--- src/buck_defs.svh ---
// timing counts and field constants for the buck mode and stepping control
`ifndef BUCK_DEFS_SVH
`define BUCK_DEFS_SVH

`define CLK_PERIOD_NS 25
`define OC_FAULT_TIME_US 8000
`define OC_FAULT_CYCLES ((`OC_FAULT_TIME_US * 1000) / `CLK_PERIOD_NS)
`define SOFT_SETTLE_TIME_US 3000
`define SOFT_SETTLE_CYCLES ((`SOFT_SETTLE_TIME_US * 1000) / `CLK_PERIOD_NS)
`define STEP_BASE_TIME_NS 2000
`define STEP_BASE_CYCLES (`STEP_BASE_TIME_NS / `CLK_PERIOD_NS)
`define STEP_SPEED_RESET 2'h1
`define BC_COARSE_BIT 6
`define STARTUP_DELAY_DEFAULT 1000

`endif

--- src/buck_pkg.sv ---
// types shared by the buck mode and stepping control
package buck_pkg;
  typedef enum logic [1:0] {
    SW_OFF = 2'h0,
    SW_PFM = 2'h1,
    SW_APS = 2'h2,
    SW_PWM = 2'h3
  } sw_mode_t;

  typedef enum logic [4:0] {
    RAIL_OFF = 5'h01,
    RAIL_SOFT = 5'h02,
    RAIL_ON = 5'h04,
    RAIL_SLEEP = 5'h08,
    RAIL_WAIT = 5'h10
  } rail_state_t;
endpackage : buck_pkg

--- src/buck_rail.sv ---
// one buck rail: mode decode, sleep handling, soft-start, voltage stepping, fault timer
`timescale 1ns/1ps
`default_nettype none
`include "buck_defs.svh"

module buck_rail #(
  parameter int VW = 7,
  parameter int HAS_COARSE = 1,
  parameter int OC_CYCLES = `OC_FAULT_CYCLES,
  parameter int SETTLE_CYCLES = `SOFT_SETTLE_CYCLES,
  parameter int STARTUP_DELAY = `STARTUP_DELAY_DEFAULT
) (
  // clock and reset
  input wire logic clock,
  input wire logic sys_rst,
  // settings
  input wire logic [3:0] mode_sel,
  input wire logic retain,
  input wire logic [VW-1:0] normal_sp,
  input wire logic [VW-1:0] standby_sp,
  input wire logic [VW-1:0] sleep_sp,
  input wire logic [1:0] step_speed,
  input wire logic [VW-1:0] default_sp,
  input wire logic [3:0] default_mode,
  // system events
  input wire logic standby,
  input wire logic turn_off,
  input wire logic turn_on,
  // analog status
  input wire logic over_current,
  input wire logic in_regulation,
  input wire logic heavy_load,
  // outputs
  output logic enable,
  output logic discharge,
  output logic cycle_limit,
  output var buck_pkg::sw_mode_t active_mode,
  output logic [VW-1:0] setpoint,
  output logic stepping,
  output logic fault_pulse,
  output logic mode_reserved
);

  ////////////////////////////////////////////////////////////////////////
  // mode field decode: normal and standby pairs; defaults rule from reset or any off state until the next sleep exit
  logic use_default;
  logic [3:0] eff_mode;
  assign eff_mode = use_default ? default_mode : mode_sel; // see RULE_13
  logic [1:0] dec_norm;
  logic [1:0] dec_stby;
  logic dec_rsvd;
  always_comb begin
    dec_norm = buck_pkg::SW_OFF; // see RULE_08
    dec_stby = buck_pkg::SW_OFF;
    dec_rsvd = 1'b0;
    case (eff_mode)
      4'h0: begin dec_norm = buck_pkg::SW_OFF; dec_stby = buck_pkg::SW_OFF; end
      4'h1: begin dec_norm = buck_pkg::SW_PWM; dec_stby = buck_pkg::SW_OFF; end
      4'h3: begin dec_norm = buck_pkg::SW_PFM; dec_stby = buck_pkg::SW_OFF; end
      4'h4: begin dec_norm = buck_pkg::SW_APS; dec_stby = buck_pkg::SW_OFF; end
      4'h5: begin dec_norm = buck_pkg::SW_PWM; dec_stby = buck_pkg::SW_PWM; end
      4'h6: begin dec_norm = buck_pkg::SW_PWM; dec_stby = buck_pkg::SW_APS; end
      4'h8: begin dec_norm = buck_pkg::SW_APS; dec_stby = buck_pkg::SW_APS; end
      4'hc: begin dec_norm = buck_pkg::SW_APS; dec_stby = buck_pkg::SW_PFM; end
      4'hd: begin dec_norm = buck_pkg::SW_PWM; dec_stby = buck_pkg::SW_PFM; end
      default: dec_rsvd = 1'b1; // reserved codes: rail treated as off
    endcase
  end
  assign mode_reserved = dec_rsvd;

  ////////////////////////////////////////////////////////////////////////
  // rail state machine
  buck_pkg::rail_state_t state;
  buck_pkg::rail_state_t next_state;
  logic [17:0] tcount;
  logic [17:0] next_tcount;
  logic next_use_default;
  logic [1:0] sel_mode;
  assign sel_mode = standby ? dec_stby : dec_norm; // see RULE_09

  always_comb begin
    next_state = state;
    next_tcount = tcount;
    next_use_default = use_default;
    case (state)
      buck_pkg::RAIL_OFF: begin
        next_tcount = '0;
        if (turn_on) begin
          next_state = buck_pkg::RAIL_WAIT;
        end
      end
      buck_pkg::RAIL_WAIT: begin
        // restart after the start-up delay, at default settings
        next_tcount = tcount + 18'h1;
        if (tcount >= 18'(STARTUP_DELAY)) begin // see RULE_13
          next_state = buck_pkg::RAIL_SOFT;
          next_tcount = '0;
        end
      end
      buck_pkg::RAIL_SOFT: begin
        if (in_regulation) begin
          next_tcount = tcount + 18'h1;
        end
        if (tcount >= 18'(SETTLE_CYCLES)) begin // see RULE_07
          next_state = buck_pkg::RAIL_ON;
          next_tcount = '0;
        end
        if (turn_off) begin
          next_state = retain ? buck_pkg::RAIL_SLEEP : buck_pkg::RAIL_OFF;
        end
      end
      buck_pkg::RAIL_ON: begin
        if (turn_off) begin
          next_state = retain ? buck_pkg::RAIL_SLEEP : buck_pkg::RAIL_OFF; // see RULE_11
        end
      end
      buck_pkg::RAIL_SLEEP: begin
        if (turn_on) begin
          next_state = buck_pkg::RAIL_ON; // see RULE_13
          next_use_default = 1'b0;
        end
      end
      default: next_state = buck_pkg::RAIL_OFF;
    endcase
  end

  // soft-start sequence: pfm before regulation, aps early in the settle wait, then pwm
  logic [1:0] soft_mode;
  assign soft_mode = (in_regulation && tcount >= 18'(SETTLE_CYCLES / 2)) ? buck_pkg::SW_PWM :
                     (tcount == '0 && !in_regulation) ? buck_pkg::SW_PFM :
                     buck_pkg::SW_APS; // see RULE_07

  logic [1:0] base_mode;
  always_comb begin
    case (state)
      buck_pkg::RAIL_ON: base_mode = dec_rsvd ? buck_pkg::SW_OFF : sel_mode; // see RULE_03
      buck_pkg::RAIL_SOFT: base_mode = soft_mode;
      buck_pkg::RAIL_SLEEP: base_mode = buck_pkg::SW_PFM; // see RULE_12
      default: base_mode = buck_pkg::SW_OFF;
    endcase
  end

  // aps resolves between pulse skipping and pwm from the load sense
  logic [1:0] next_mode;
  assign next_mode = (base_mode == buck_pkg::SW_APS && heavy_load) ? buck_pkg::SW_PWM :
                     base_mode; // see RULE_06

  ////////////////////////////////////////////////////////////////////////
  // target selection for the stepper
  logic [VW-1:0] target;
  assign target = (state == buck_pkg::RAIL_SLEEP) ? sleep_sp :
                  (state == buck_pkg::RAIL_SOFT || use_default) ? default_sp :
                  standby ? standby_sp : normal_sp; // see RULE_15

  // step period: base doubles per code, and doubles again for coarse codes
  logic coarse;
  assign coarse = (HAS_COARSE != 0) && target[VW-1]; // see RULE_18
  logic [12:0] period;
  assign period = 13'(`STEP_BASE_CYCLES) << (13'(step_speed) + 13'(coarse)); // see RULE_17
  logic [12:0] pcount;
  logic step_now;
  assign step_now = (pcount >= period - 13'h1);
  logic moving;
  assign moving = (setpoint != target);

  ////////////////////////////////////////////////////////////////////////
  // over-current fault timer, masked while stepping
  logic [18:0] oc_count;
  logic oc_done;
  // saturate one past the window so the fault pulses only once per over-current episode
  assign oc_done = (oc_count == 19'(OC_CYCLES) + 19'h1);

  always_ff @(posedge clock) begin
    if (sys_rst) begin
      state <= buck_pkg::RAIL_OFF;
      tcount <= '0;
      use_default <= 1'b1;
      active_mode <= buck_pkg::SW_OFF;
      setpoint <= '0;
      pcount <= '0;
      oc_count <= '0;
      fault_pulse <= 1'b0;
    end else begin
      state <= next_state;
      tcount <= next_tcount;
      use_default <= (next_state == buck_pkg::RAIL_OFF) ? 1'b1 : next_use_default;
      active_mode <= buck_pkg::sw_mode_t'(next_mode); // see RULE_05
      // one step per period toward the target, stop on arrival
      if (!moving || state == buck_pkg::RAIL_OFF) begin
        pcount <= '0;
        if (state == buck_pkg::RAIL_OFF) setpoint <= default_sp;
      end else if (step_now) begin
        pcount <= '0;
        setpoint <= (setpoint < target) ? setpoint + 1'b1 : setpoint - 1'b1; // see RULE_21
      end else begin
        pcount <= pcount + 13'h1; // see RULE_14
      end
      // stepping masks the timer so a ramp inrush is not reported as a fault
      if (!over_current || moving) begin
        oc_count <= '0; // see RULE_19
      end else if (!oc_done) begin
        oc_count <= oc_count + 19'h1;
      end
      fault_pulse <= over_current && !moving && (oc_count == 19'(OC_CYCLES)); // see RULE_02
    end
  end

  // off means disabled with active discharge
  assign enable = (active_mode != buck_pkg::SW_OFF);
  assign discharge = (active_mode == buck_pkg::SW_OFF); // see RULE_04
  assign cycle_limit = over_current && enable; // see RULE_01
  assign stepping = moving; // see RULE_16

  ////////////////////////////////////////////////////////////////////////
  a_sleep_pfm: assert property (@(posedge clock) disable iff (sys_rst)
    state == buck_pkg::RAIL_SLEEP |=> active_mode == buck_pkg::SW_PFM) // see RULE_12
    else $error("sleep rail not in pfm");
  a_off_discharge: assert property (@(posedge clock) disable iff (sys_rst)
    state == buck_pkg::RAIL_OFF |=> discharge && !enable) // see RULE_04
    else $error("off rail not discharged");
  a_step_one: assert property (@(posedge clock) disable iff (sys_rst)
    $past(state) != buck_pkg::RAIL_OFF && state != buck_pkg::RAIL_OFF
      && setpoint != $past(setpoint) |->
      (setpoint == $past(setpoint) + 1'b1) || (setpoint == $past(setpoint) - 1'b1)) // see RULE_21
    else $error("set point jumped more than one step");
  a_fault_mask: assert property (@(posedge clock) disable iff (sys_rst)
    fault_pulse |-> $past(over_current) && !$past(moving)) // see RULE_19
    else $error("fault while stepping or without over-current");
  a_pwm_fixed: assert property (@(posedge clock) disable iff (sys_rst)
    state == buck_pkg::RAIL_ON && !standby && !dec_rsvd && dec_norm == buck_pkg::SW_PWM
      |=> active_mode == buck_pkg::SW_PWM) // see RULE_05
    else $error("pwm mode not held");
  a_retain_sleep: assert property (@(posedge clock) disable iff (sys_rst)
    state == buck_pkg::RAIL_ON && turn_off |=>
      state == (retain ? buck_pkg::RAIL_SLEEP : buck_pkg::RAIL_OFF)) // see RULE_11
    else $error("turn-off routed wrongly");
  a_step_period: assert property (@(posedge clock) disable iff (sys_rst)
    moving && state != buck_pkg::RAIL_OFF && pcount == 13'h0 && !step_now
      |=> setpoint == $past(setpoint)) // see RULE_17
    else $error("step before period elapsed");
  a_aps_load: assert property (@(posedge clock) disable iff (sys_rst)
    base_mode == buck_pkg::SW_APS |=> active_mode == ($past(heavy_load) ?
      buck_pkg::SW_PWM : buck_pkg::SW_APS)) // see RULE_06
    else $error("aps selection wrong");
  c_sleep: cover property (@(posedge clock) state == buck_pkg::RAIL_SLEEP);
  c_fault: cover property (@(posedge clock) fault_pulse);
  c_ramp: cover property (@(posedge clock) moving ##1 !moving);
endmodule : buck_rail

`default_nettype wire

--- src/buck_ctrl.sv ---
// top of the buck mode and voltage stepping control for three rails
`timescale 1ns/1ps
`default_nettype none
`include "buck_defs.svh"

// Behaviour
// RULE_01: over-current limits current each cycle, no immediate shutdown
// RULE_02: over-current lasting over 8.0 ms raises that rail's fault
// RULE_03: mode follows writes, standby, sleep and load changes
// RULE_04: off mode disables the rail and discharges its output
// RULE_05: pfm and pwm modes hold their operation regardless of load
// RULE_06: aps picks pulse skipping or pwm from present load
// RULE_07: soft-start runs pfm, aps, pwm; selected mode 3.0 ms after regulation
// RULE_08: four-bit mode field decodes normal/standby pairs, others reserved
// RULE_09: standby uses standby set point and mode; exit restores normal
// RULE_10: normal and standby set points accept the same code range
// RULE_11: turn-off sends retained rails to sleep, others off
// RULE_12: sleep uses sleep set point in pfm; 6 or 7 bit fields
// RULE_13: turn-on ends sleep; off rails restart after start-up delay at defaults
// RULE_14: normal set point from normal field, written changes ramp
// RULE_15: standby low selects normal field, high selects standby field
// RULE_16: standby and turn-off transitions ramp at the step-speed rate
// RULE_17: first rail steps 25 mV each 2, 4, 8 or 16 us; default 01
// RULE_18: other rails double period at 50 mV when bit 6 set
// RULE_19: fault detection masked during a stepping ramp
// RULE_20: active-high power button low is a turn-off event
// RULE_21: stepper moves one step per period toward target, then stops

module buck_ctrl #(
  parameter int OC_CYCLES = `OC_FAULT_CYCLES,
  parameter int SETTLE_CYCLES = `SOFT_SETTLE_CYCLES
) (
  // clock and reset
  input wire logic clock,
  input wire logic sys_rst,
  // host settings
  input wire logic [3:0] buck_a_mode_sel,
  input wire logic [3:0] buck_b_mode_sel,
  input wire logic [3:0] buck_c_mode_sel,
  input wire logic [2:0] sleep_retain_sel,
  input wire logic [5:0] buck_a_normal_setpoint,
  input wire logic [5:0] buck_a_standby_setpoint,
  input wire logic [5:0] buck_a_sleep_setpoint,
  input wire logic [13:0] buck_bc_normal_setpoint,
  input wire logic [13:0] buck_bc_standby_setpoint,
  input wire logic [13:0] buck_bc_sleep_setpoint,
  input wire logic [1:0] buck_a_step_speed,
  input wire logic [3:0] buck_bc_step_speed,
  // power-on defaults
  input wire logic [5:0] buck_a_default_setpoint,
  input wire logic [13:0] buck_bc_default_setpoint,
  input wire logic [11:0] default_mode_sel,
  // system events
  input wire logic standby,
  input wire logic power_button_in,
  input wire logic power_button_cfg,
  input wire logic turn_on,
  // analog status per rail
  input wire logic [2:0] over_current,
  input wire logic [2:0] in_regulation,
  input wire logic [2:0] heavy_load,
  // rail controls
  output logic [2:0] rail_enable,
  output logic [2:0] rail_discharge,
  output logic [2:0] rail_cycle_limit,
  output logic [5:0] rail_mode,
  output logic [5:0] buck_a_setpoint,
  output logic [13:0] buck_bc_setpoint,
  output logic [2:0] voltage_stepping,
  output logic [2:0] rail_fault,
  output logic [2:0] mode_reserved
);

  ////////////////////////////////////////////////////////////////////////
  // turn-off event: falling level on an active-high button
  logic button_prev;
  logic turn_off;
  always_ff @(posedge clock) begin
    if (sys_rst) button_prev <= 1'b1;
    else button_prev <= power_button_in;
  end
  // only the level mode is handled here; switch mode debounce lives elsewhere
  assign turn_off = !power_button_cfg && button_prev && !power_button_in; // see RULE_20

  ////////////////////////////////////////////////////////////////////////
  // rail a: six-bit codes, fine steps only
  buck_pkg::sw_mode_t mode_a;
  buck_rail #(.VW(6), .HAS_COARSE(0), .OC_CYCLES(OC_CYCLES),
    .SETTLE_CYCLES(SETTLE_CYCLES)) u_rail_a (
    .clock(clock), .sys_rst(sys_rst),
    .mode_sel(buck_a_mode_sel), .retain(sleep_retain_sel[0]),
    .normal_sp(buck_a_normal_setpoint), .standby_sp(buck_a_standby_setpoint), // see RULE_10
    .sleep_sp(buck_a_sleep_setpoint), .step_speed(buck_a_step_speed),
    .default_sp(buck_a_default_setpoint), .default_mode(default_mode_sel[3:0]),
    .standby(standby), .turn_off(turn_off), .turn_on(turn_on),
    .over_current(over_current[0]), .in_regulation(in_regulation[0]),
    .heavy_load(heavy_load[0]),
    .enable(rail_enable[0]), .discharge(rail_discharge[0]),
    .cycle_limit(rail_cycle_limit[0]), .active_mode(mode_a),
    .setpoint(buck_a_setpoint), .stepping(voltage_stepping[0]),
    .fault_pulse(rail_fault[0]), .mode_reserved(mode_reserved[0])
  );
  assign rail_mode[1:0] = mode_a;

  ////////////////////////////////////////////////////////////////////////
  // rails b and c: seven-bit codes, coarse steps when bit 6 is set
  genvar g;
  generate
    for (g = 0; g < 2; g++) begin : g_bc
      buck_pkg::sw_mode_t mode_bc;
      buck_rail #(.VW(7), .HAS_COARSE(1), .OC_CYCLES(OC_CYCLES),
        .SETTLE_CYCLES(SETTLE_CYCLES)) u_rail (
        .clock(clock), .sys_rst(sys_rst),
        .mode_sel(g == 0 ? buck_b_mode_sel : buck_c_mode_sel),
        .retain(sleep_retain_sel[g+1]),
        .normal_sp(buck_bc_normal_setpoint[g*7 +: 7]),
        .standby_sp(buck_bc_standby_setpoint[g*7 +: 7]),
        .sleep_sp(buck_bc_sleep_setpoint[g*7 +: 7]),
        .step_speed(buck_bc_step_speed[g*2 +: 2]),
        .default_sp(buck_bc_default_setpoint[g*7 +: 7]),
        .default_mode(default_mode_sel[(g+1)*4 +: 4]),
        .standby(standby), .turn_off(turn_off), .turn_on(turn_on),
        .over_current(over_current[g+1]), .in_regulation(in_regulation[g+1]),
        .heavy_load(heavy_load[g+1]),
        .enable(rail_enable[g+1]), .discharge(rail_discharge[g+1]),
        .cycle_limit(rail_cycle_limit[g+1]), .active_mode(mode_bc),
        .setpoint(buck_bc_setpoint[g*7 +: 7]), .stepping(voltage_stepping[g+1]),
        .fault_pulse(rail_fault[g+1]), .mode_reserved(mode_reserved[g+1])
      );
      assign rail_mode[(g+1)*2 +: 2] = mode_bc;
    end
  endgenerate

  ////////////////////////////////////////////////////////////////////////
  a_turn_off_edge: assert property (@(posedge clock) disable iff (sys_rst)
    !power_button_cfg && $fell(power_button_in) |-> turn_off) // see RULE_20
    else $error("button fall missed");
  c_turn_off: cover property (@(posedge clock) turn_off);
endmodule : buck_ctrl

`default_nettype wire

--- config.mk ---
export PLATFORM = sky130hd
export DESIGN_NAME = buck_ctrl
export DESIGN_NICKNAME = d
export VERILOG_FILES = /design/src/buck_pkg.sv /design/src/buck_rail.sv /design/src/buck_ctrl.sv
export VERILOG_INCLUDE_DIRS = /design/src
export SDC_FILE = /design/constraint.sdc
export NUM_CORES = 1
export LEC_CHECK = 0
export BUFFER_PORTS_ARGS = -buffer_cell sky130_fd_sc_hd__buf_2
export CAP_MARGIN = 20
export CELL_PAD_IN_SITES_DETAIL_PLACEMENT = 1
export CELL_PAD_IN_SITES_GLOBAL_PLACEMENT = 2
export CORE_UTILIZATION = 38
export CTS_CLUSTER_DIAMETER = 120
export DETAILED_ROUTE_END_ITERATION = 7
export GPL_TIMING_DRIVEN = 0
export PLACE_DENSITY_LB_ADDON = 0.08
export SLEW_MARGIN = 20
export SYNTH_ARGS = -nofsm -noshare
export SYNTH_HDL_FRONTEND = slang
export SYNTH_SLANG_ARGS = --single-unit
--- constraint.sdc ---
create_clock -name clock -period 15.7 [get_ports clock]
set_input_delay 0.785 -clock clock [delete_from_list [all_inputs] [get_ports clock]]
set_output_delay 0.785 -clock clock [all_outputs]
set_load 0.005 [all_outputs]
==> results.toml, run 1 <==
[run_status]
status = "finished, final reports clean"

[min_path]
min_path_cells = 1
min_path_type = "reg2reg"

[synthesis]
synth_async_sr_flop_share_pct = 0
yosys_warnings = 0
yosysMostFrequentCell = "nor2_1"
avgSynthCellArea_um2 = 8.05
ys_seq_elements = 198
ys_seq_area_share_pct = 30.3
synth_top_area_share_pct = 30.3
synth_top_cell_by_area = "dfxtp_1"
yosys-top-cells-count = "nor2_1, dfxtp_1, nand2_1, a21oi_1, ha_1"
netlist-cell-type-count = 85
netlist_instances = 1625
yosys-top-cells-area = "dfxtp_1, ha_1, nor2_1, xor2_1, a21oi_1"
synthFlopType = "dfxtp_1"
synth_nets = 1849
synth_edf_count = 0
synthesis.area_um2 = 13100

[critical_path]
crit_type = "reg2reg"
cp_data_required_time_ns = 16.08
cp.arrival_ns = 6.78
r2r_setup_slack_ns = 9.31
critical_path.reg2reg.endpoint = "g_bc[1].u_rail.pcount[9]"
cp-end-kind = "register"
endpoint = "g_bc[1].u_rail.pcount[9]"
r2r_start = "g_bc[1].u_rail.state[2]"
critPathLaunch = "g_bc[1].u_rail.state[2]"
ff2ff_path_depth = 21
crit_fanout = 10
crit_path_start_kind = "register"

[route]
avgRoutedWirePerCell_um = 17.5
drcViolationCount = 0
finalWirelength_um = 39900
drt_iter0_drc = 432
vias_per_cell = 5.44
postRouteAntennaNets = 0
dr.pass1.iters = 5
vias = 12400

[floorplanning]
core_area_um2 = 33700
dieHeight_um = 188
fp.dieW_um = 188
initial_core_util_pct = 38.8
die_area_um2 = 35200
fp-row-count = 67
io_pins = 172

[final_layout]
syn_to_final_growth_pct = 15.3
fin_util_pct = 44.8
drive_gt1_share_pct = 14.7
fill_cells = 4225
fin_nets = 2037

[sta]
finalCriticalPeriod_ns = 6.39
tns_ns = 0
setup_viol_count_final = 0
clock_skew_ns = 0.0142
worst_pin_slew_ns = 1.14
fin_crit_sh_pct = 40.7
finalHoldViolCount = 0
grt_setup_unrepaired = "no"
maxSlewHeadroom_pct = 24.0
drv_slew = 0
hold-worst-slack_ns = 0.468
fmax_mhz = 156

[clock_network]
clk-insertion-delay-late_ns = 0.46
post_cts.repair.setup_buffers = 0
clockBufferDepth = 2
cts_resized = 0
tritoncts = "done"
clockRootBuffer = "clkbuf_16"
cts_buffers = 17
htree_num_levels = 4
clkTransAtPathRegs_ns = 0.08
cts_hold_buf = 0
clock_sinks = 198

[pwr]
peakVddDrop_v = 0.0000772
total_power_mw = 1.24
p_leak_nw = 6.07
powerDensity_nw_per_um2 = 82.2

[placement]
dpl.hpwl_um = 31400
port_buffers = 169
routabilityCongestion = 0.798

[run]
drv_cap = 0

[global_routing]
grt_max_degree = 19
antenna_found_initial = 6
grtUsageTotal_pct = 22.9
grt_pass1_wl_um = 65600
first_global_vias = 12700
grt-ovfl-total = 0
[area by class of cell]
cell class / instances / area [µm²] / share of cell area (%)
antenna: 2 / 5.00 / 0.0332
buffer: 74 / 369 / 2.45
clock buffer: 18 / 439 / 2.91
clock inverter: 14 / 138 / 0.912
inverter: 60 / 225 / 1.49
multi-input combinational: 1293 / 8540 / 56.6
sequential: 198 / 3960 / 26.3
tap: 448 / 561 / 3.72
timing repair buffer: 169 / 846 / 5.61
[worst max-delay path, cell delays in order (launching register included)]
cell and delay [ns]:
dfxtp_1 0.31, clkbuf_1 0.17, nor3_1 0.39, nor3b_1 0.56
nor2_1 0.32, clkbuf_1 0.29, o21ai_0 0.26, o21ai_0 0.14
ha_1 0.30, clkbuf_1 0.32, inv_1 0.14, or3_1 0.33
ha_1 0.25, xnor2_1 0.15, ha_1 0.33, a21oi_1 0.13
nand2_1 0.07, a2111oi_0 0.66, a21oi_1 0.19, or4_1 0.61
buf_2 0.23, nor2_1 0.15
[cells by family after synthesis]
group | count (synthesis) | synth area share [%]
AOI/OAI and AO/OA | 320 | 15.8
xor gates and xnor gates | 136 | 9.21
adders and majority gates | 96 | 9.35
buffers and inverters | 134 | 4.54
DFF | 198 | 30.3
muxes | 53 | 4.17
other | 2 | 0.0574
and+or+nand+nor | 686 | 26.6
[power by group]
part           switching, mW  leakage [nW]  internal (mW)
Clock                  0.219         0.285          0.228
Combinational          0.147          4.19          0.113
Sequential            0.0170          1.60          0.515
Total                  0.383          6.07          0.856
[state kept, by name, indices dropped and copies added (netlist names), 2 cells and up]
| register | cells |
|---|---|
| g_bc.u_rail.state | 10 |
| g_bc.u_rail.tcount | 36 |
| g_bc.u_rail.use_default | 2 |
| u_rail_a.setpoint | 6 |
| u_rail_a.oc_count | 19 |
| u_rail_a.state | 5 |
| g_bc.u_rail.oc_count | 38 |
| g_bc.u_rail.pcount | 26 |
| g_bc.u_rail.setpoint | 14 |
| g_bc.u_rail.fault_pulse | 2 |
| u_rail_a.active_mode | 2 |
| u_rail_a.tcount | 18 |
| g_bc.u_rail.active_mode | 4 |
| u_rail_a.pcount | 13 |
[placed cells by master, fill, tap and decap left out, types with 7 or more instances in the layout]
cell,instances
and4_1,9
nor2_1,229
or4_1,8
nor2b_1,13
nand3b_1,16
clkbuf_16,17
nand2_1,112
dfxtp_1,198
ha_1,93
mux2_2,12
nor3_1,39
inv_1,60
clkbuf_1,42
a211oi_1,42
or2_2,8
xor2_1,78
nand4_1,41
and2_1,16
or3_1,13
buf_2,182
nor4b_1,9
nand3_1,79
o211ai_1,16
nor4_1,9
o21ai_0,48
inv_6,7
a31oi_1,13
mux2i_1,41
a21o_1,11
xnor2_1,57
nand2b_1,12
and3_1,46
buf_4,18
a21oi_1,107
o21a_1,8
[through the flow]
step           std cells  area [µm²]  setup slack [ns]
4_1_cts             2274       15100              9.24
2_1_floorplan       1625       13100             10.70
3_3_place_gp        2242       14500              9.42
6_report            2276       15100              9.31
5_1_grt             2274       15100              8.72
3_5_place_dp        2242       14500              9.32
[routing by layer]
layer  GRT usage [%]  vias to the layer above  part of all wire [%]
li1                -                     6207                     -
met1            30.6                     5964                    49
met2            38.6                      172                    46
met3            3.48                       28                   3.3
met4            5.44                        4                   1.2
met5               0                        -                 0.083
[how the worst min path moves through the flow]
| stage | from | end | slack [ns] |
|---|---|---|---|
| after floorplan | g_bc[1].u_rail.pcount[0] | g_bc[1].u_rail.pcount[0] | 0.43 |
| after global placement | g_bc[1].u_rail.pcount[0] | g_bc[1].u_rail.pcount[0] | 0.44 |
| after detailed placement | g_bc[1].u_rail.pcount[0] | g_bc[1].u_rail.pcount[0] | 0.46 |
| after CTS | g_bc[1].u_rail.pcount[0] | g_bc[1].u_rail.pcount[0] | 0.48 |
| after global routing | g_bc[1].u_rail.pcount[0] | g_bc[1].u_rail.pcount[0] | 0.50 |
| final | g_bc[1].u_rail.pcount[0] | g_bc[1].u_rail.pcount[0] | 0.47 |
(Power assumes the default switching activity.)
==> run 2: changes to the inputs <==
- CORE_UTILIZATION: 38 -> 31
- clock period: 15.7 -> 5.7 ns (I/O delays scaled with it)
==> run 2 against run 1 <==
Net effect:
- non-clock buffer count grew 2
- sequential power grew to 2.8 times the previous value
- register-to-register slack lost 8.9 ns
- clock-buffer cell count grew 3
- power grew to 2.8 times the previous value
- via count shrank 0.77%
- critical path depth is the same
- utilization shrank 7.5 points
- hold slack lost 0.43 ns
- clock skew grew 0.0012 ns
- wire length grew 4.2%
- global-route usage shrank 3.6 points
- critical endpoint is now g_bc[0].u_rail.setpoint[5]
==> results.toml, run 2 (synthesized netlist as in run 1, its figures left out) <==
[critical_path]
r2r_start = "g_bc[0].u_rail.state[4]"
cp_slowest_cell = "o311ai_4"
crit_chain = "buf_2 -> nor3_2 -> and2_2 -> nor2_4 -> clkbuf_4 -> o21ai_0 -> o21ai_0 -> ha_1 -> ha_1 -> or3_1 -> ha_1 -> nand2_1 -> a21oi_1 -> o21ai_0 -> ha_1 -> a21oi_1 -> o21ai_0 -> o311ai_4 -> a21oi_4 -> or2_2 -> a311oi_1"
critical_path.reg2reg.endpoint = "g_bc[0].u_rail.setpoint[5]"
cp_data_required_time_ns = 6.06
ff2ff_path_depth = 21
critPathMaxStageDelay_ns = 0.50
crit_path_start_kind = "register"
cp-end-kind = "register"
cp.arrival_ns = 5.69
crit_fanout = 10
crit_type = "reg2reg"
r2r_setup_slack_ns = 0.37

[pwr]
p_sw_mw = 1.04
p_clk_share_pct = 37.6
peakVddDrop_v = 0.000231
swShare_pct = 29.6
p_int_mw = 2.47
powerDensity_nw_per_um2 = 229
p_leak_nw = 6.15
pwr-share-comb_pct = 20.6
seqPwrFrac_pct = 41.8

[clock_network]
clkTransAtPathRegs_ns = 0.08
clk-insertion-delay-late_ns = 0.46
cts_buffers = 17
tritoncts = "done"
htree_num_levels = 4
clockRootBuffer = "clkbuf_16"
clockBufferDepth = 2
clock_sinks = 198
cts_hold_buf = 0

[global_routing]
grtUsageTotal_pct = 19.3
grt_pass1_wl_um = 66800
antenna_found_initial = 0
first_global_vias = 12400
grt-ovfl-total = 0
grt_max_degree = 17

[floorplanning]
core_area_um2 = 41200
io_pins = 172
dieHeight_um = 207
initial_core_util_pct = 31.8
fp-row-count = 74
die_area_um2 = 43000
fp.dieW_um = 207

[final_layout]
final_common_cell = "nor2_1"
drive_gt1_share_pct = 15.8
final_cell_area_um2 = 15400
fin_util_pct = 37.3
largest_reg_flops = 38
final_cell_mix = "nor2_1, dfxtp_1, buf_2"
top_register = "g_bc.u_rail.oc_count"
fin_nets = 2040
top_regs = "g_bc.u_rail.oc_count x38, g_bc.u_rail.tcount x36, g_bc.u_rail.pcount x26"
syn_to_final_growth_pct = 17.3
final_cells = 2361

[sta]
clock_skew_ns = 0.0153
finalHoldViolCount = 0
fmax_mhz = 188
setup_viol_count_final = 0
finalCriticalPeriod_ns = 5.33
drv_slew = 0
grt_setup_unrepaired = "no"
worst_pin_slew_ns = 1.09
maxSlewHeadroom_pct = 27.2
fin_crit_sh_pct = 93.6

[route]
dr.pass1.iters = 5
vias = 12300
finalWirelength_um = 41600
drt_iter0_drc = 504
drcViolationCount = 0
postRouteAntennaNets = 0
avgRoutedWirePerCell_um = 17.6
vias_per_cell = 5.20

[min_path]
min_path_type = "in2reg"
min-delay-start = "heavy_load[0]"
worstHoldEndpoint = "u_rail_a.active_mode[0]"
min_path_cells = 2

[placement]
dp_cells = 2326
port_buffers = 169
routabilityCongestion = 0.799
dpl.hpwl_um = 32600
placed_cell_area_um2 = 14600

[run_status]
status = "finished, final reports clean"

[run]
drv_cap = 0
[run 2: cell types whose count changed in the layout (fill, tap and decap cells not counted), sizes merged]
cell,change
bufinv,+2
clkbuf,+1
diode,-1
buf,+4
a21oi,+1
inv,-6
[run 2: worst max-delay path by stage]
stage                       startpoint                          to  slack [ns]  cells past startpoint
2_1_floorplan  g_bc[1].u_rail.state[2]   g_bc[1].u_rail.pcount[10]        0.70                     21
3_3_place_gp   g_bc[1].u_rail.state[2]   g_bc[1].u_rail.pcount[11]       -0.60                     21
3_5_place_dp   g_bc[1].u_rail.state[2]    g_bc[1].u_rail.pcount[7]       -0.67                     21
4_1_cts        g_bc[1].u_rail.state[2]   g_bc[1].u_rail.pcount[10]        0.11                     21
5_1_grt        g_bc[0].u_rail.state[4]  g_bc[0].u_rail.setpoint[5]        0.02                     21
6_report       g_bc[0].u_rail.state[4]  g_bc[0].u_rail.setpoint[5]        0.37                     21
[run 2: critical path: cells and delay by family, from the launching register on]
kind | cells | cell delay (ns)
AOI/OAI and AO/OA | 9 | 1.87
and+or+nand+nor | 6 | 1.47
adders and majority gates | 4 | 1.16
buffers and inverters | 2 | 0.41
DFF | 1 | 0.30
[run 2: cell type report]
cell class                 count  area [µm²]
tap                          532         666
antenna                        1        2.50
clock buffer                  21         480
inverter                      60         225
fill                        5006       25900
clock inverter                10         143
sequential                   198        3960
buffer                        72         372
multi-input combinational   1294        8620
timing repair buffer         173         876
[run 2: per-layer routing]
layer / vias to the layer above / GRT usage [%] / wire length, µm
li1: 6190 / - / -
met1: 5884 / 27.1 / 21300
met2: 175 / 31.2 / 18700
met3: 31 / 2.39 / 1140
met4: 0 / 4.89 / 475
met5: - / 0 / 0
[run 2: through the flow]
stage                     setup TNS, ns  setup slack [ns]  total power [mW]  hold slack, ns
after global routing                  0            0.0247              3.71          0.0422
after CTS                             0             0.110              3.57          0.0100
after global placement           -14.32            -0.603              2.21           0.446
after floorplan                       0             0.698              1.97           0.392
final                                 0             0.367              3.51          0.0391
after detailed placement         -14.24            -0.668              2.23           0.456
[run 2: power groups by stage]
stage / Combinational [mW] / Sequential, mW / Clock, mW
floorplan: 0.487 / 1.49 / 0
global placement: 0.706 / 1.50 / 0
detailed placement: 0.725 / 1.50 / 0
CTS: 0.730 / 1.47 / 1.37
global route: 0.818 / 1.47 / 1.42
finish: 0.725 / 1.47 / 1.32
[run 2: timing repair]
item,in CTS,in global routing
setup endpoints to repair,36,35
cloned,0,1
pin swaps,1,3
buffers inserted,1,3
gates resized for setup,11,14
==> run 3: changes to the inputs <==
- CORE_UTILIZATION: 31 -> 29
- HOLD_SLACK_MARGIN: default -> 0.03
==> run 3 against run 2 <==
Net effect:
- wire length is 1.4% higher
- flip-flop and latch count stayed put
- highest routed layer unchanged
- cell area is 0.31% higher
- largest power group unchanged
- first-iteration DRC count is 7.5% lower
- clock skew is 0.0042 ns lower
- critical endpoint unchanged
==> results.toml, run 3 (synthesized netlist as in run 1, its figures left out) <==
[final_layout]
fin_util_pct = 34.7
syn_to_final_growth_pct = 17.7
drive_gt1_share_pct = 15.6
num_antenna_cells = 0
final_cell_area_um2 = 15400
seq_area_um2 = 3960
fin_nets = 2034
final_common_cell = "nor2_1"
fill_cells = 5410
top_register = "g_bc.u_rail.oc_count"
largest_reg_flops = 38
multi_input_area_um2 = 8610
top_regs = "g_bc.u_rail.oc_count x38, g_bc.u_rail.tcount x36, g_bc.u_rail.pcount x26"
final_cell_mix = "nor2_1, dfxtp_1, buf_2"

[route]
vias_per_cell = 5.07
avgRoutedWirePerCell_um = 17.5
vias = 12200
drt_iter0_drc = 466
finalWirelength_um = 42200
postRouteAntennaNets = 0
dr.pass1.iters = 4
drcViolationCount = 0

[global_routing]
grt_max_degree = 17
grt_pass1_wl_um = 68000
antenna_found_initial = 0
grtUsageTotal_pct = 18.5
first_global_vias = 12300
grt-ovfl-total = 0

[min_path]
min_path_type = "in2reg"
min-delay-start = "heavy_load[0]"

[pwr]
p_leak_nw = 6.13
peakVddDrop_v = 0.000221
powerDensity_nw_per_um2 = 230

[sta]
finalHoldViolCount = 0
setup_viol_count_final = 0
clock_skew_ns = 0.0112
tns_ns = 0
fin_crit_sh_pct = 93.0
finalCriticalPeriod_ns = 5.30
fmax_mhz = 189
drv_slew = 0
maxSlewHeadroom_pct = 25.2
worst_pin_slew_ns = 1.12
setup_ws_ns = 0.402

[clock_network]
htree_num_levels = 4
clockRootBuffer = "clkbuf_16"
clkTransAtPathRegs_ns = 0.08
clockBufferDepth = 2
clk-insertion-delay-late_ns = 0.46
cts_hold_buf = 0
tritoncts = "done"
cts_buffers = 17
clock_sinks = 198

[floorplanning]
fp-row-count = 77
fp.dieW_um = 214
io_pins = 172
core_area_um2 = 44300
initial_core_util_pct = 29.5
dieHeight_um = 214
die_area_um2 = 46000

[critical_path]
cp-end-kind = "register"
critPathMaxStageDelay_ns = 0.52
cp.arrival_ns = 5.67
r2r_start = "g_bc[0].u_rail.state[3]"
crit_chain = "inv_1 -> nor4b_4 -> clkbuf_1 -> o21ai_0 -> ha_1 -> ha_1 -> or3_1 -> ha_1 -> nand2_1 -> a21oi_1 -> o21ai_0 -> ha_1 -> nand4_1 -> a21oi_1 -> o311ai_2 -> a21oi_4 -> or2_2 -> a311oi_1"
path_delay_family = "compound AO/OA/AOI/OAI gates"
cp.buffers_inverters = 2
critPathLaunch = "g_bc[0].u_rail.state[3]"
crit_type = "reg2reg"
cp_data_required_time_ns = 6.07
crit_path_start_kind = "register"
cp_common_cell = "ha_1"
crit_fanout = 10
cp_slowest_cell = "dfxtp_1"

[run_status]
status = "finished, final reports clean"

[placement]
placed_cell_area_um2 = 14700
routabilityCongestion = 0.773
dpl.hpwl_um = 33500
dp_slack_ns = -0.889
port_buffers = 169

[run]
drv_cap = 0
## run 3: cell count changes in the layout (fill, tap and decap cells not counted), sizes merged
cell / before / now
a21oi: 109 / 108
buf: 205 / 203
bufinv: 3 / 4
clkbuf: 61 / 57
clkinv: 4 / 5
clkinvlp: 1 / 3
diode: 1 / 0
inv: 62 / 60
## run 3: per-stage QoR
| stage | std cells | hold WS, ns | power (mW) |
|---|---|---|---|
| final | 2415 | 0.0545 | 3.54 |
| after global routing | 2415 | 0.0436 | 3.75 |
| after CTS | 2417 | 0.0305 | 3.60 |
| after detailed placement | 2386 | 0.467 | 2.23 |
| after global placement | 2386 | 0.445 | 2.21 |
| after floorplan | 1625 | 0.392 | 1.97 |
## run 3: final timing paths
path,to,slack (ns),cells past startpoint
setup / recovery,g_bc[0].u_rail.setpoint[5],0.40,18
hold / removal,u_rail_a.active_mode[0],0.05,2
setup reg to reg,g_bc[0].u_rail.setpoint[5],0.40,18
hold reg to reg,g_bc[1].u_rail.pcount[0],0.48,1
## run 3: what timing repair did
item                                    4_1_cts  5_1_grt
endpoints found under the setup margin       36       35
hold endpoints to repair                      0        0
resized for setup                            11       11
setup buffers                                 1        1
pin swaps                                     1        1
cloned                                        0        0
## run 3: report_power, final
part / total (mW) / switching, mW / internal, mW / leakage, nW
sequential: 1.47 / 0.0495 / 1.42 / 1.60
clock: 1.35 / 0.584 / 0.769 / 0.308
combinational: 0.720 / 0.407 / 0.313 / 4.22
## run 3: worst reg2reg max path: cells and delay by family, from the launching register on
family	cells	cell delay [ns]
buf+inv	2	0.61
fa+ha+maj	4	1.19
simple gates	5	1.43
flops	1	0.52
compound gates	7	1.46
## run 3: metal layers
metal	vias to the layer above	GRT usage [%]	wire length (µm)
met5	-	0	0
met4	0	4.62	496
met3	25	2.37	999
met2	154	29.9	18900
met1	5884	26.0	21800
li1	6185	-	-
## run 3: area by class of cell
| type | instances | area share (%) |
|---|---|---|
| Clock inverter | 12 | 1.14 |
| Clock buffer | 20 | 3.03 |
| Inverter | 60 | 1.46 |
| Sequential cell | 198 | 25.7 |
| Timing Repair Buffer | 171 | 5.59 |
| Buffer | 69 | 2.31 |
| Tap cell | 592 | 4.81 |
| Multi-Input combinational cell | 1293 | 55.9 |
